File: src/design/charger_limit_pkg.sv
/*
  Constants for the charger supervisory block: register offsets, field
  positions, reset values, decode steps, fault and status codes, timings.
  Assumes a 100 MHz system clock.
*/
package charger_limit_pkg;
  // ==========================================================
  // Register map and fields
  localparam logic [7:0] FLOAT_OFS   = 8'h02;
  localparam logic [7:0] CURR_OFS    = 8'h04;
  localparam logic [7:0] FLOOR_OFS   = 8'h05;
  localparam logic [7:0] CEIL_OFS    = 8'h06;
  localparam int         FLOAT_LSB   = 2;
  localparam int         CURR_LSB    = 4;
  localparam int         LIMACT_BIT  = 3;
  localparam int         ICEIL_LSB   = 4;
  localparam logic [7:0] FLOAT_RST   = 8'h8c;
  localparam logic [7:0] CURR_RST    = 8'h00;
  localparam logic [7:0] FLOOR_RST   = 8'h00;
  localparam logic [7:0] CEIL_RST    = 8'h00;
  // ==========================================================
  // Decodes
  localparam logic [12:0] FLOOR_BASE_MV = 13'h1075;
  localparam logic [12:0] FLOOR_STEP_MV = 13'h0050;
  localparam logic [10:0] CURR_BASE_MA  = 11'h226;
  localparam logic [10:0] CURR_STEP_MA  = 11'h064;
  localparam logic [10:0] FOLD_MA       = 11'h226;
  localparam logic [3:0]  ICEIL_TOP     = 4'h9;
  localparam logic [3:0]  VCEIL_TOP     = 4'hc;
  localparam logic [5:0]  VMAX_BASE     = 6'h23;
  localparam logic [4:0]  PRE_LOW_MA    = 5'h0d;
  localparam logic [4:0]  PRE_HIGH_MA   = 5'h1e;
  // ==========================================================
  // Fault and status codes
  localparam logic [2:0] ERR_NONE  = 3'h0;
  localparam logic [2:0] ERR_OVP   = 3'h1;
  localparam logic [2:0] ERR_UV    = 3'h3;
  localparam logic [2:0] ERR_CELLV = 3'h4;
  localparam logic [2:0] ERR_HOT   = 3'h5;
  localparam logic [2:0] ERR_NOCEL = 3'h7;
  localparam logic [1:0] ST_READY  = 2'h0;
  localparam logic [1:0] ST_CHG    = 2'h1;
  localparam logic [1:0] ST_DONE   = 2'h2;
  localparam logic [1:0] ST_FAULT  = 2'h3;
  // ==========================================================
  // Timing
  localparam int CLK_MHZ   = 100;
  localparam int RETRY_MS  = 2000;
  localparam int CELLOV_MS = 30;
  localparam int PULSE_US  = 128;
  localparam int DETECT_MS = 32;
  localparam int RETRY_CYC  = RETRY_MS * 1000 * CLK_MHZ;
  localparam int CELLOV_CYC = CELLOV_MS * 1000 * CLK_MHZ;
  localparam int PULSE_CYC  = PULSE_US * CLK_MHZ;
  localparam int DETECT_CYC = DETECT_MS * 1000 * CLK_MHZ;

  typedef enum logic [2:0] {
    S_CHARGE = 3'h0,
    S_UV     = 3'h1,
    S_OVP    = 3'h2,
    S_REVAL  = 3'h3,
    S_DETECT = 3'h4,
    S_DONE   = 3'h5,
    S_ABSENT = 3'h6
  } chg_state_t;
endpackage

File: src/design/charger_limit_fault_logic.sv
/*
  Supervisory logic of a single-cell switching charger: limit registers
  with write-twice lockable ceilings, thermal, input and cell fault
  handling, cell presence test and status pin pulses.
  Assumes decoded serial-bus register writes and reads, and comparator
  levels synchronous to the clock.
*/
`timescale 1ns/1ns
module charger_limit_fault_logic
  import charger_limit_pkg::*;
#(
  parameter int RETRY_CYCLES  = charger_limit_pkg::RETRY_CYC,
  parameter int CELLOV_CYCLES = charger_limit_pkg::CELLOV_CYC,
  parameter int PULSE_CYCLES  = charger_limit_pkg::PULSE_CYC,
  parameter int DETECT_CYCLES = charger_limit_pkg::DETECT_CYC
)(
  input  wire logic        clock,               // System clock
  input  wire logic        reset,               // Sync reset, high
  input  wire logic        reg_wr,              // Register write strobe
  input  wire logic        reg_rd,              // Register read strobe
  input  wire logic [7:0]  reg_addr,            // Register offset
  input  wire logic [7:0]  reg_wdata,           // Write data
  output logic      [7:0]  reg_rdata,           // Read data
  input  wire logic        vloop_limiting,      // Input loop restricts
  input  wire logic        cell_above_short,    // Cell over short level
  input  wire logic        die_fold_back,       // Die at fold_back_temp
  input  wire logic        die_shutdown,        // Die at shutdown temp
  input  wire logic        input_below_sleep,   // Input < cell + offset
  input  wire logic        input_above_floor,   // Input > floor level
  input  wire logic        input_overvolt,      // Input over OVP level
  input  wire logic        input_ovp_clear,     // Input 100 mV below
  input  wire logic        input_revalidated,   // Input passed checks
  input  wire logic        pwm_pulse,           // Switching pulse seen
  input  wire logic        cell_above_float,    // Cell over float
  input  wire logic        term_reached,        // Near float, low I
  input  wire logic        cell_above_recharge, // Cell > float-drop
  input  wire logic        finish_cutoff_allow, // Termination enable
  input  wire logic        charge_inhibit_n,    // Low allows termination
  input  wire logic        keep_pwm_after_done, // Keep switching
  input  wire logic        status_pin_allow,    // Indicator enable
  input  wire logic [1:0]  input_current_limit_sel, // Input limit
  output logic             input_limit_active,  // Voltage loop limits
  output logic      [12:0] input_floor_mv,      // Floor in mV
  output logic      [10:0] current_ceiling_ma,  // Ceiling in mA
  output logic      [5:0]  float_code,          // Float code in use
  output logic      [10:0] charge_current_ma,   // Current in use
  output logic             switching_on,        // Charger switching
  output logic             input_switch_on,     // Input switch
  output logic             cell_switch_on,      // Cell switch
  output logic             detect_current_on,   // Discharge test
  output logic             sleep_mode,          // Reverse blocked
  output logic             timers_halted,       // Hot suspend
  output logic      [4:0]  precharge_ma,        // Linear current
  output logic      [2:0]  error_code,          // Fault code
  output logic      [1:0]  status_code,         // Status code
  output logic             no_cell_flag,        // Cell absent
  output logic             indicator_out,       // Pin level, low
  output logic             indicator_oe         // Pin driven
);
  import charger_limit_pkg::*;

  localparam logic [27:0] RETRY_M1  = 28'(RETRY_CYCLES - 1);
  localparam logic [27:0] DETECT_M1 = 28'(DETECT_CYCLES - 1);
  localparam logic [21:0] CELLOV_M1 = 22'(CELLOV_CYCLES - 1);
  localparam logic [13:0] PULSE_M1  = 14'(PULSE_CYCLES - 1);

  // ==========================================================
  // Registers and write decode
  logic [7:0] float_r, curr_r, floor_r, ceil_r, pend_r;
  logic       pend_v_r, locked_r, short_prev_r, limact_r;
  chg_state_t state_r, state_nxt;
  logic [27:0] tmr_r;
  wire tmr_done = tmr_r == (state_r == S_DETECT ? DETECT_M1 : RETRY_M1);

  wire wr_float = reg_wr && reg_addr == FLOAT_OFS;
  wire wr_curr  = reg_wr && reg_addr == CURR_OFS;
  wire wr_floor = reg_wr && reg_addr == FLOOR_OFS;
  wire wr_ceil  = reg_wr && reg_addr == CEIL_OFS;
  wire wr_other = reg_wr && reg_addr != CEIL_OFS;
  wire short_rise = cell_above_short && !short_prev_r;
  wire ceil_take  = wr_ceil && !locked_r && pend_v_r
                    && reg_wdata == pend_r;
  wire absent_now = state_r == S_DETECT && !cell_above_recharge
                    && tmr_done;

  // Ceiling decodes
  wire [3:0] iceil = ceil_r[7:ICEIL_LSB];
  wire [3:0] vceil = ceil_r[3:0];
  wire [3:0] imax  = iceil > ICEIL_TOP ? ICEIL_TOP + 4'h1 : iceil;
  wire [5:0] vmax  = VMAX_BASE
                     + {2'b00, vceil >= VCEIL_TOP ? VCEIL_TOP : vceil};

  // Write values after clamping
  wire [5:0] f_in  = reg_wdata[7:FLOAT_LSB];
  wire [3:0] c_in  = reg_wdata[7:CURR_LSB];
  wire [5:0] f_clp = f_in > vmax ? vmax : f_in;
  wire [3:0] c_clp = c_in > iceil ? iceil : c_in;

  always_ff @(posedge clock)
    if (reset || absent_now)
    begin
      float_r <= FLOAT_RST;
      curr_r  <= CURR_RST;
    end
    else
    begin
      if (wr_float)
        float_r <= {f_clp, reg_wdata[FLOAT_LSB-1:0]};
      if (wr_curr)
        curr_r <= {c_clp, reg_wdata[CURR_LSB-1:0]};
    end

  always_ff @(posedge clock)
    if (reset)
    begin
      floor_r      <= FLOOR_RST;
      ceil_r       <= CEIL_RST;
      pend_r       <= 8'h00;
      pend_v_r     <= 1'b0;
      locked_r     <= 1'b0;
      short_prev_r <= 1'b0;
      limact_r     <= 1'b0;
    end
    else
    begin
      short_prev_r <= cell_above_short;
      limact_r     <= vloop_limiting;
      if (wr_floor)
        floor_r <= {5'h00, reg_wdata[2:0]};
      if (short_rise)
      begin
        ceil_r   <= CEIL_RST;
        pend_v_r <= 1'b0;
      end
      else if (ceil_take)
      begin
        ceil_r   <= reg_wdata;
        pend_v_r <= 1'b0;
      end
      else if (wr_ceil && !locked_r)
      begin
        pend_r   <= reg_wdata;
        pend_v_r <= 1'b1;
      end
      else if (wr_other)
        pend_v_r <= 1'b0;
      if (!cell_above_short)
        locked_r <= 1'b0;
      else if (wr_other)
        locked_r <= 1'b1;
    end

  // Read mux; unmapped offsets read zero
  wire [7:0] rd_mux =
    reg_addr == FLOAT_OFS ? float_r :
    reg_addr == CURR_OFS  ? curr_r :
    reg_addr == FLOOR_OFS ? {4'h0, limact_r, floor_r[2:0]} :
    reg_addr == CEIL_OFS  ? ceil_r : 8'h00;

  always_ff @(posedge clock)
    if (reset)
      reg_rdata <= 8'h00;
    else if (reg_rd)
      reg_rdata <= rd_mux;

  // ==========================================================
  // Decoded levels
  assign input_limit_active = limact_r;
  assign input_floor_mv = FLOOR_BASE_MV
                          + FLOOR_STEP_MV * {10'h000, floor_r[2:0]};
  assign current_ceiling_ma = CURR_BASE_MA
                              + CURR_STEP_MA * {7'h00, imax};
  // Ceiling may be lowered after a write, and codes past the top step
  // must not exceed the top current, so the used value is clamped
  wire [3:0] c_use = curr_r[7:CURR_LSB] > imax ? imax
                     : curr_r[7:CURR_LSB];
  assign float_code = float_r[7:FLOAT_LSB] > vmax ? vmax
                      : float_r[7:FLOAT_LSB];
  assign charge_current_ma = die_fold_back ? FOLD_MA
                             : CURR_BASE_MA + CURR_STEP_MA * {7'h00, c_use};
  assign precharge_ma = cell_above_short ? 5'h00 :
                        input_current_limit_sel < 2'h2 ? PRE_LOW_MA
                        : PRE_HIGH_MA;
  assign sleep_mode = input_below_sleep && input_above_floor;
  assign timers_halted = die_shutdown;

  // ==========================================================
  // Fault sequencing
  logic [21:0] ov_r;
  logic        ov_fired_r, hot_prev_r;
  wire hot_rise = die_shutdown && !hot_prev_r;
  wire ov_evt = state_r == S_CHARGE && !ov_fired_r && ov_r == CELLOV_M1;

  always_comb
  begin
    state_nxt = state_r;
    case (state_r)
      S_CHARGE:
        if (!input_above_floor)
          state_nxt = S_UV;
        else if (finish_cutoff_allow && !charge_inhibit_n && term_reached)
          state_nxt = S_DETECT;
      S_UV:
        if (tmr_done && input_above_floor)
          state_nxt = S_CHARGE;
      S_OVP:
        if (input_ovp_clear)
          state_nxt = S_REVAL;
      S_REVAL:
        if (input_revalidated)
          state_nxt = S_CHARGE;
      S_DETECT:
        if (tmr_done)
          state_nxt = cell_above_recharge ? S_DONE : S_ABSENT;
      S_DONE:
        if (!cell_above_recharge)
          state_nxt = S_CHARGE;
      S_ABSENT:
        if (tmr_done)
          state_nxt = keep_pwm_after_done ? S_DETECT : S_CHARGE;
      default:
        state_nxt = S_CHARGE;
    endcase
    if (input_overvolt)
      state_nxt = S_OVP;
    if (die_shutdown)
      state_nxt = state_r;
  end

  always_ff @(posedge clock)
    if (reset)
    begin
      state_r    <= S_CHARGE;
      tmr_r      <= 28'h0000000;
      hot_prev_r <= 1'b0;
    end
    else
    begin
      state_r    <= state_nxt;
      hot_prev_r <= die_shutdown;
      if (state_nxt != state_r)
        tmr_r <= 28'h0000000;
      else if (!die_shutdown && !tmr_done)
        tmr_r <= tmr_r + 28'h0000001;
    end

  // Stall watch: counts only while the cell sits above float unpulsed
  always_ff @(posedge clock)
    if (reset || pwm_pulse || !cell_above_float || state_r != S_CHARGE)
    begin
      ov_r       <= 22'h000000;
      ov_fired_r <= 1'b0;
    end
    else if (ov_evt)
      ov_fired_r <= 1'b1;
    else if (!die_shutdown && !ov_fired_r)
      ov_r <= ov_r + 22'h000001;

  // ==========================================================
  // Error code, flags and indicator pulse
  wire ovp_evt = input_overvolt && state_r != S_OVP;
  wire uv_evt  = state_r == S_CHARGE && !input_above_floor;
  wire fault_evt = hot_rise || ovp_evt || uv_evt || absent_now || ov_evt;
  logic [2:0]  err_nxt;
  logic [13:0] pcnt_r;
  logic        pulse_r, nocell_r, cellov_st_r;

  always_comb
  begin
    err_nxt = error_code;
    if (ov_evt)
      err_nxt = ERR_CELLV;
    if (absent_now)
      err_nxt = ERR_NOCEL;
    if (uv_evt)
      err_nxt = ERR_UV;
    if (ovp_evt)
      err_nxt = ERR_OVP;
    if (hot_rise)
      err_nxt = ERR_HOT;
  end

  always_ff @(posedge clock)
    if (reset)
    begin
      error_code  <= ERR_NONE;
      nocell_r    <= 1'b0;
      cellov_st_r <= 1'b0;
      pulse_r     <= 1'b0;
      pcnt_r      <= 14'h0000;
    end
    else
    begin
      error_code <= err_nxt;
      if (absent_now)
        nocell_r <= 1'b1;
      else if (state_r == S_DONE)
        nocell_r <= 1'b0;
      cellov_st_r <= ov_evt || (cellov_st_r && !pwm_pulse);
      if (fault_evt)
      begin
        pulse_r <= 1'b1;
        pcnt_r  <= 14'h0000;
      end
      else if (pulse_r && pcnt_r == PULSE_M1)
        pulse_r <= 1'b0;
      else if (pulse_r)
        pcnt_r <= pcnt_r + 14'h0001;
    end

  assign no_cell_flag = nocell_r;
  assign indicator_out = 1'b0;
  assign indicator_oe = pulse_r && status_pin_allow;

  // ==========================================================
  // Power path controls and status
  wire fault_st = state_r == S_UV || state_r == S_OVP
                  || state_r == S_REVAL || cellov_st_r;
  assign status_code = fault_st ? ST_FAULT :
                       state_r == S_DONE ? ST_DONE : ST_CHG;
  assign input_switch_on = state_r != S_OVP;
  assign cell_switch_on = state_r != S_DETECT;
  assign detect_current_on = state_r == S_DETECT && !die_shutdown;
  // Switching keeps the system rail up through the presence test
  assign switching_on = !die_shutdown && !sleep_mode && !fault_st
                        && (state_r != S_ABSENT || keep_pwm_after_done);
endmodule

File: config.mk
export PLATFORM = sky130hd
export DESIGN_NAME = charger_limit_fault_logic
export DESIGN_NICKNAME = d
export VERILOG_FILES = /design/src/design/charger_limit_pkg.sv /design/src/design/charger_limit_fault_logic.sv
export SDC_FILE = /design/constraint.sdc
export NUM_CORES = 1
export LEC_CHECK = 0
export BUFFER_PORTS_ARGS = -buffer_cell sky130_fd_sc_hd__buf_4
export CORE_MARGIN = 3
export CORE_UTILIZATION = 50
export CTS_CLUSTER_DIAMETER = 200
export DETAILED_ROUTE_END_ITERATION = 10
export PLACE_DENSITY = 0.81
export RECOVER_POWER = 100
export SLEW_MARGIN = 15
export SYNTH_ARGS = -nofsm -noshare
export SYNTH_HDL_FRONTEND = slang
export SYNTH_SLANG_ARGS = --single-unit
export TNS_END_PERCENT = 1
File: constraint.sdc
create_clock -name clock -period 6.8 [get_ports clock]
set_input_delay 1.36 -clock clock [delete_from_list [all_inputs] [get_ports clock]]
set_output_delay 1.36 -clock clock [all_outputs]
set_load 0.05 [all_outputs]
# [After elaboration in Yosys (flattened, before gate mapping)]
# Index checks and enable logic that the tools add are counted.
# W data, S select, Z words.
[classes] n_mux=40 order_cmp=7 n_addsub=7 eq_ne=19 reduce_logical=71 mul=3 bitwise_logic=5
[op_table] cell="$mux W3" count=16
[op_table] cell="$mux W8" count=4
[op_table] cell="$logic_and A1 B1 Y1" count=29
[op_table] cell="$add A28 B1 Y28 const B" count=1
[op_table] cell="$eq A28 B28 Y1" count=1
[op_table] cell="$mux W28" count=1
[op_table] cell="$eq A8 B3 Y1 const B" count=3
[op_table] cell="$add A10 B11 Y11 const A" count=2
[op_table] cell="$add A22 B1 Y22 const B" count=1
[op_table] cell="$eq A22 B22 Y1 const B" count=1
[op_table] cell="$pmux W3 S7" count=1
[op_table] cell="$mul A5 B4 Y9 const A" count=2
[op_table] cell="$mux W4" count=4
[op_table] cell="$add A14 B1 Y14 const B" count=1
[op_table] cell="$eq A14 B14 Y1 const B" count=1
[op_table] cell="$add A13 B10 Y13 const A" count=1
[op_table] cell="$logic_not A1 Y1" count=13
[op_table] cell="$logic_or A1 B1 Y1" count=13
[op_table] cell="$gt A6 B6 Y1" count=2
[op_table] cell="$mux W6" count=2
[op_table] cell="$mux W11" count=1
[op_table] cell="$mux W5" count=2
[op_table] cell="$eq A3 B3 Y1 const B" count=3
[op_table] cell="$eq A8 B2 Y1 const B" count=1
[op_table] cell="other kinds (24)" count=46
[totals] regBits=122 output_inout_bits=69 input_bits=39

# [Logic depth before layout (Yosys ltp)]
[logic_depth] word_depth=10 ltp_mapped=19 mapped_depth_nobuf=19

# [Worst setup path after synthesis]
# OpenSTA, ideal clock, no wires.
[synth_timing] path_type="flip-flop to output port" startpoint="register ceil_r[7]" endpoint="output port charge_current_ma[9]" required_ns=5.440 arrival_time_ns=5.080 slack_ns=0.360 stages_incl_launch_ff=17 path_cell_list="dfxtp_1 -> clkbuf_1 -> o21ai_0 -> and2_1 -> ha_1 -> nor2_1 -> maj3_1 -> a22oi_1 -> mux2i_1 -> ha_1 -> ha_1 -> inv_1 -> fa_1 -> nand2b_1 -> nor2_1 -> o311ai_0 -> a211oi_1"
[synth_via] elab_chain_cells=7
[synth_lines] element="from (decl)" line="charger_limit_fault_logic.sv:69" text="logic [7:0] float_r, curr_r, floor_r, ceil_r, pend_r;"
[synth_lines] element="from (signal assigned)" line="charger_limit_fault_logic.sv:137" text="ceil_r <= reg_wdata;"
[synth_lines] element="$gt A4 B4 Y1" line="charger_limit_fault_logic.sv:89" text="wire [3:0] imax = iceil > ICEIL_TOP ? ICEIL_TOP + 4'h1 : iceil;"
[synth_lines] element="$mux W4 *" line="charger_limit_fault_logic.sv:89"
[synth_lines] element="$gt A4 B4 Y1" line="charger_limit_fault_logic.sv:175" text="wire [3:0] c_use = curr_r[7:CURR_LSB] > imax ? imax"
[synth_lines] element="$mux W4 *" line="charger_limit_fault_logic.sv:175"
[synth_lines] element="$mul A5 B4 Y9 *" line="charger_limit_fault_logic.sv:180" text=": CURR_BASE_MA + CURR_STEP_MA * {7'h00, c_use};"
[synth_lines] element="$add A10 B11 Y11 *" line="charger_limit_fault_logic.sv:180"
[synth_lines] element="$mux W11 *" line="charger_limit_fault_logic.sv:179" text="assign charge_current_ma = die_fold_back ? FOLD_MA"
[synth_lines] element="to (decl)" line="charger_limit_fault_logic.sv:46" text="output logic [10:0] charge_current_ma,"
# Every way passes the cells marked *; elsewhere a longest branch is shown, timed or not.

# [Worst setup path after layout]
[layout_timing] startpoint="register ceil_r[7]" endpoint="output port charge_current_ma[10]"
# Same word-level chain as after synthesis.

==> results.yml <==
sta:
  tightest_slew_ps: 1670
  timing.slew.headroom_pct: -11.1
  rsz0062_at_grt: "no"
  period_minus_slack_ps: 6510
  max_freq_mhz: 154
  finClkSkew_ps: 5.20
  setup_viol: 0
  finalSetupTns_ps: 0
  hold_viol_final: 0
  drv_slew: 39
  period_share_pct: 95.8
global_routing:
  grt_overflow: 0
  antenna_found_initial: 0
  grt_pass1_wl_um: 30200
  grt.met3_usage_pct: 3.97
  grt_start_max_net_pins: 39
  use_met2_pct: 35.6
  top_usage_layer: "met2"
  grtUsageTotal_pct: 21.8
  grt_pass1_vias: 6520
  grt_use_met1_pct: 28.9
route:
  num_vias: 6795
  postRouteAntennaNets: 0
  first_pass_iters: 5
  post-route-drc-count: 0
  wl_per_cell_um: 15.0
  drt-initial-drc-count: 508
  wl_um: 18000
  routed_via_density: 5.66
setup_path:
  critical_path.cell_chain: "o21ai_0, and2_1, ha_1, nor2_1, maj3_1, a22oi_2, mux2_2, ha_1, ha_1, inv_1, fa_1, xor2_1, nor2_1, nand2_1, nand2_1, a31oi_1, mux2_2, buf_4"
  path_max_fanout: 11
  ff2ff_path_depth: 8
  crit_slowest_cell: "dfxtp_1"
  cp.depth: 18
  crit_top_cell: "ha_1"
  critPathLaunchType: "flop"
  crit_family: "adder cells"
  startpoint: "ceil_r[7]"
  timing_worst_setup_path_type: "reg2out"
  critical_path.max_stage_delay_ps: 550
  crit_path_end: "charge_current_ma[10]"
  cp.arrival_ps: 5150
  r2r_slack_ps: 2850
  endpoint_kind: "output port"
  r2r-end: "tmr_r[0]"
  crit_buf_inv: 2
  cp.required_ps: 5440
  regToRegStartpoint: "tmr_r[0]"
layout:
  nets: 1086
  syn2layout_area_growth_pct: 13.7
  fin_util_pct: 59.0
  n_antenna_cell: 0
  drive_above_1_share_pct: 9.54
synth:
  synth_cell_types: 63
  synth.cell_area_um2: 7660
  ys_seq_area_share_pct: 31.9
  syn_inst: 939
  synth-async-reset-ratio_pct: 0
  synth-edff-count: 0
  ys_warn_count: 0
  syn_avg_cell_area_um2: 8.16
  ys_ff_latch: 122
  synth_flop_cell: "dfxtp_1"
floorplan:
  initial_core_util_pct: 51.9
  dieArea_um2: 16800
  die_h_um: 130
  core.rowCount: 44
  die_w_um: 130
  core_um2: 14800
  ios: 108
place:
  routabilityCongestion: 0.940
  port_buffers: 95
  dp_hpwl_um: 13000
clock_network:
  cts_made_buffers: 17
  clkSinkCount: 122
  cts-hold-fix-buffers: 0
  htreeDepth: 4
  clk_latency_ps: 410
  cts_tree: "done"
  clockRootBuffer: "clkbuf_16"
  clk_pin_slew_ps: 50
  clk_path_buf_depth: 2
pwr:
  power.density_nw_per_um2: 199
  ir_drop_mv: 0.256
  finalPower_mw: 1.74
  p_leak_nw: 3.24
flow_run:
  maxCapViolCount: 1
status:
  violations: "capacitance limit, slew limit"
  status: "finished with violations"
worst_hold_path:
  min_path_type: "reg2reg"
## worst min path at each step
stage / from / to / slack [ps] / cells past startpoint
after global placement: float_r[0] / float_r[0] / 440 / 2
after floorplan: pend_v_r / pend_v_r / 440 / 2
after global routing: reg_rdata[4] / reg_rdata[4] / 480 / 2
final: pend_v_r / pend_v_r / 460 / 2
after detailed placement: pend_v_r / pend_v_r / 450 / 2
after CTS: pend_v_r / pend_v_r / 460 / 2
## worst reg2reg max path, stage by stage, from the launching register on
cell and delay (ps):
dfxtp_1 380, ha_1 210, or4bb_1 490, nor4_1 510
o21a_1 640, a31oi_1 270, a21oi_2 180, clkbuf_1 950
nor3_1 150
## cell families (layout without fill, tap and decap cells)
family                   Yosys count  count (layout)  share of synthesized area (%)
XOR/XNOR                          77              77                           8.81
buffers and inverters            100             169                           6.09
adder cells (fa/ha/maj)           43              43                           7.19
flip-flops                       122             122                           31.9
other                              2              11                         0.0981
AO/OA/AOI/OAI                    138             138                           10.9
multiplexers                      51              51                           6.85
AND/OR/NAND/NOR                  406             406                           28.2
## per-stage QoR
| step | setup WS, ps | std cells | area [um^2] | hold slack, ps |
|---|---|---|---|---|
| 2_1_floorplan | 360 | 948 | 7690 | 437 |
| 3_3_place_gp | 660 | 1170 | 8340 | 444 |
| 3_5_place_dp | 498 | 1170 | 8340 | 453 |
| 4_1_cts | 33.8 | 1201 | 8900 | 460 |
| 5_1_grt | 6.43 | 1201 | 8710 | 485 |
| 6_report | 288 | 1201 | 8710 | 458 |
## Yosys cell counts, drive strengths merged, types with 11 or more instances
| master | instances | area share (%) |
|---|---|---|
| inv | 40 | 2.0 |
| a21oi | 50 | 3.3 |
| and3 | 16 | 1.3 |
| buf | 28 | 2.6 |
| xnor2 | 46 | 5.3 |
| nand4 | 24 | 2.0 |
| o21ai | 38 | 2.5 |
| nand2b | 16 | 1.3 |
| nand3 | 45 | 3.0 |
| nor3 | 57 | 3.7 |
| mux2 | 11 | 1.6 |
| ha | 40 | 6.5 |
| nor2b | 20 | 1.6 |
| xor2 | 31 | 3.5 |
| nor2 | 97 | 4.8 |
| clkbuf | 32 | 1.6 |
| and2 | 11 | 0.90 |
| mux2i | 40 | 5.2 |
| dfxtp | 122 | 32 |
| nand2 | 53 | 2.6 |
| or3 | 16 | 1.3 |
## report_power, final
part	leakage [nW]	switching [mW]	internal (mW)
Clock	0.279	0.307	0.551
Sequential	0.986	0.00874	0.723
Combinational	1.97	0.103	0.0446
Total	3.24	0.418	1.32
## placed cells by master (no fill, tap or decap), drive strengths merged, types with 45 or more instances in the layout
master and count:
nand2 53, xnor2 46, nand3 45, clkbuf 73, nor3 57, dfxtp 122, a21oi 50, buf 47
nor2 97
## per-layer routing
metal	vias up	wire, um
met4	0	454
met5	-	0
met3	37	794
met2	158	8500
met1	3172	8210
li1	3428	-
## flip-flops by register name, indices dropped and copies added, names as in the netlist
| name | cells |
|---|---|
| error_code | 3 |
| floor_r | 3 |
| pend_r | 8 |
| state_r | 3 |
| input_limit_active | 1 |
| cellov_st_r | 1 |
| hot_prev_r | 1 |
| pulse_r | 1 |
| pend_v_r | 1 |
| short_prev_r | 1 |
| pcnt_r | 14 |
| ceil_r | 8 |
| reg_rdata | 8 |
| no_cell_flag | 1 |
| ov_r | 22 |
| locked_r | 1 |
| float_r | 8 |
| curr_r | 8 |
| tmr_r | 28 |
| ov_fired_r | 1 |
## final cells by class
type	count	area (um^2)
Multi-Input combinational cell	726	4780
Clock inverter	9	97.6
Inverter	40	150
Timing Repair Buffer	98	548
Tap cell	184	230
Sequential cell	122	2440
Clock buffer	22	464
Fill cell	1357	6040
## timing repair
| item | 4_1_cts | 5_1_grt |
|---|---|---|
| setup endpoints to repair | 0 | 2 |
| setup buffers | 0 | 0 |
| gates resized for setup | 0 | 3 |
Power figures use the tool's default switching activity.
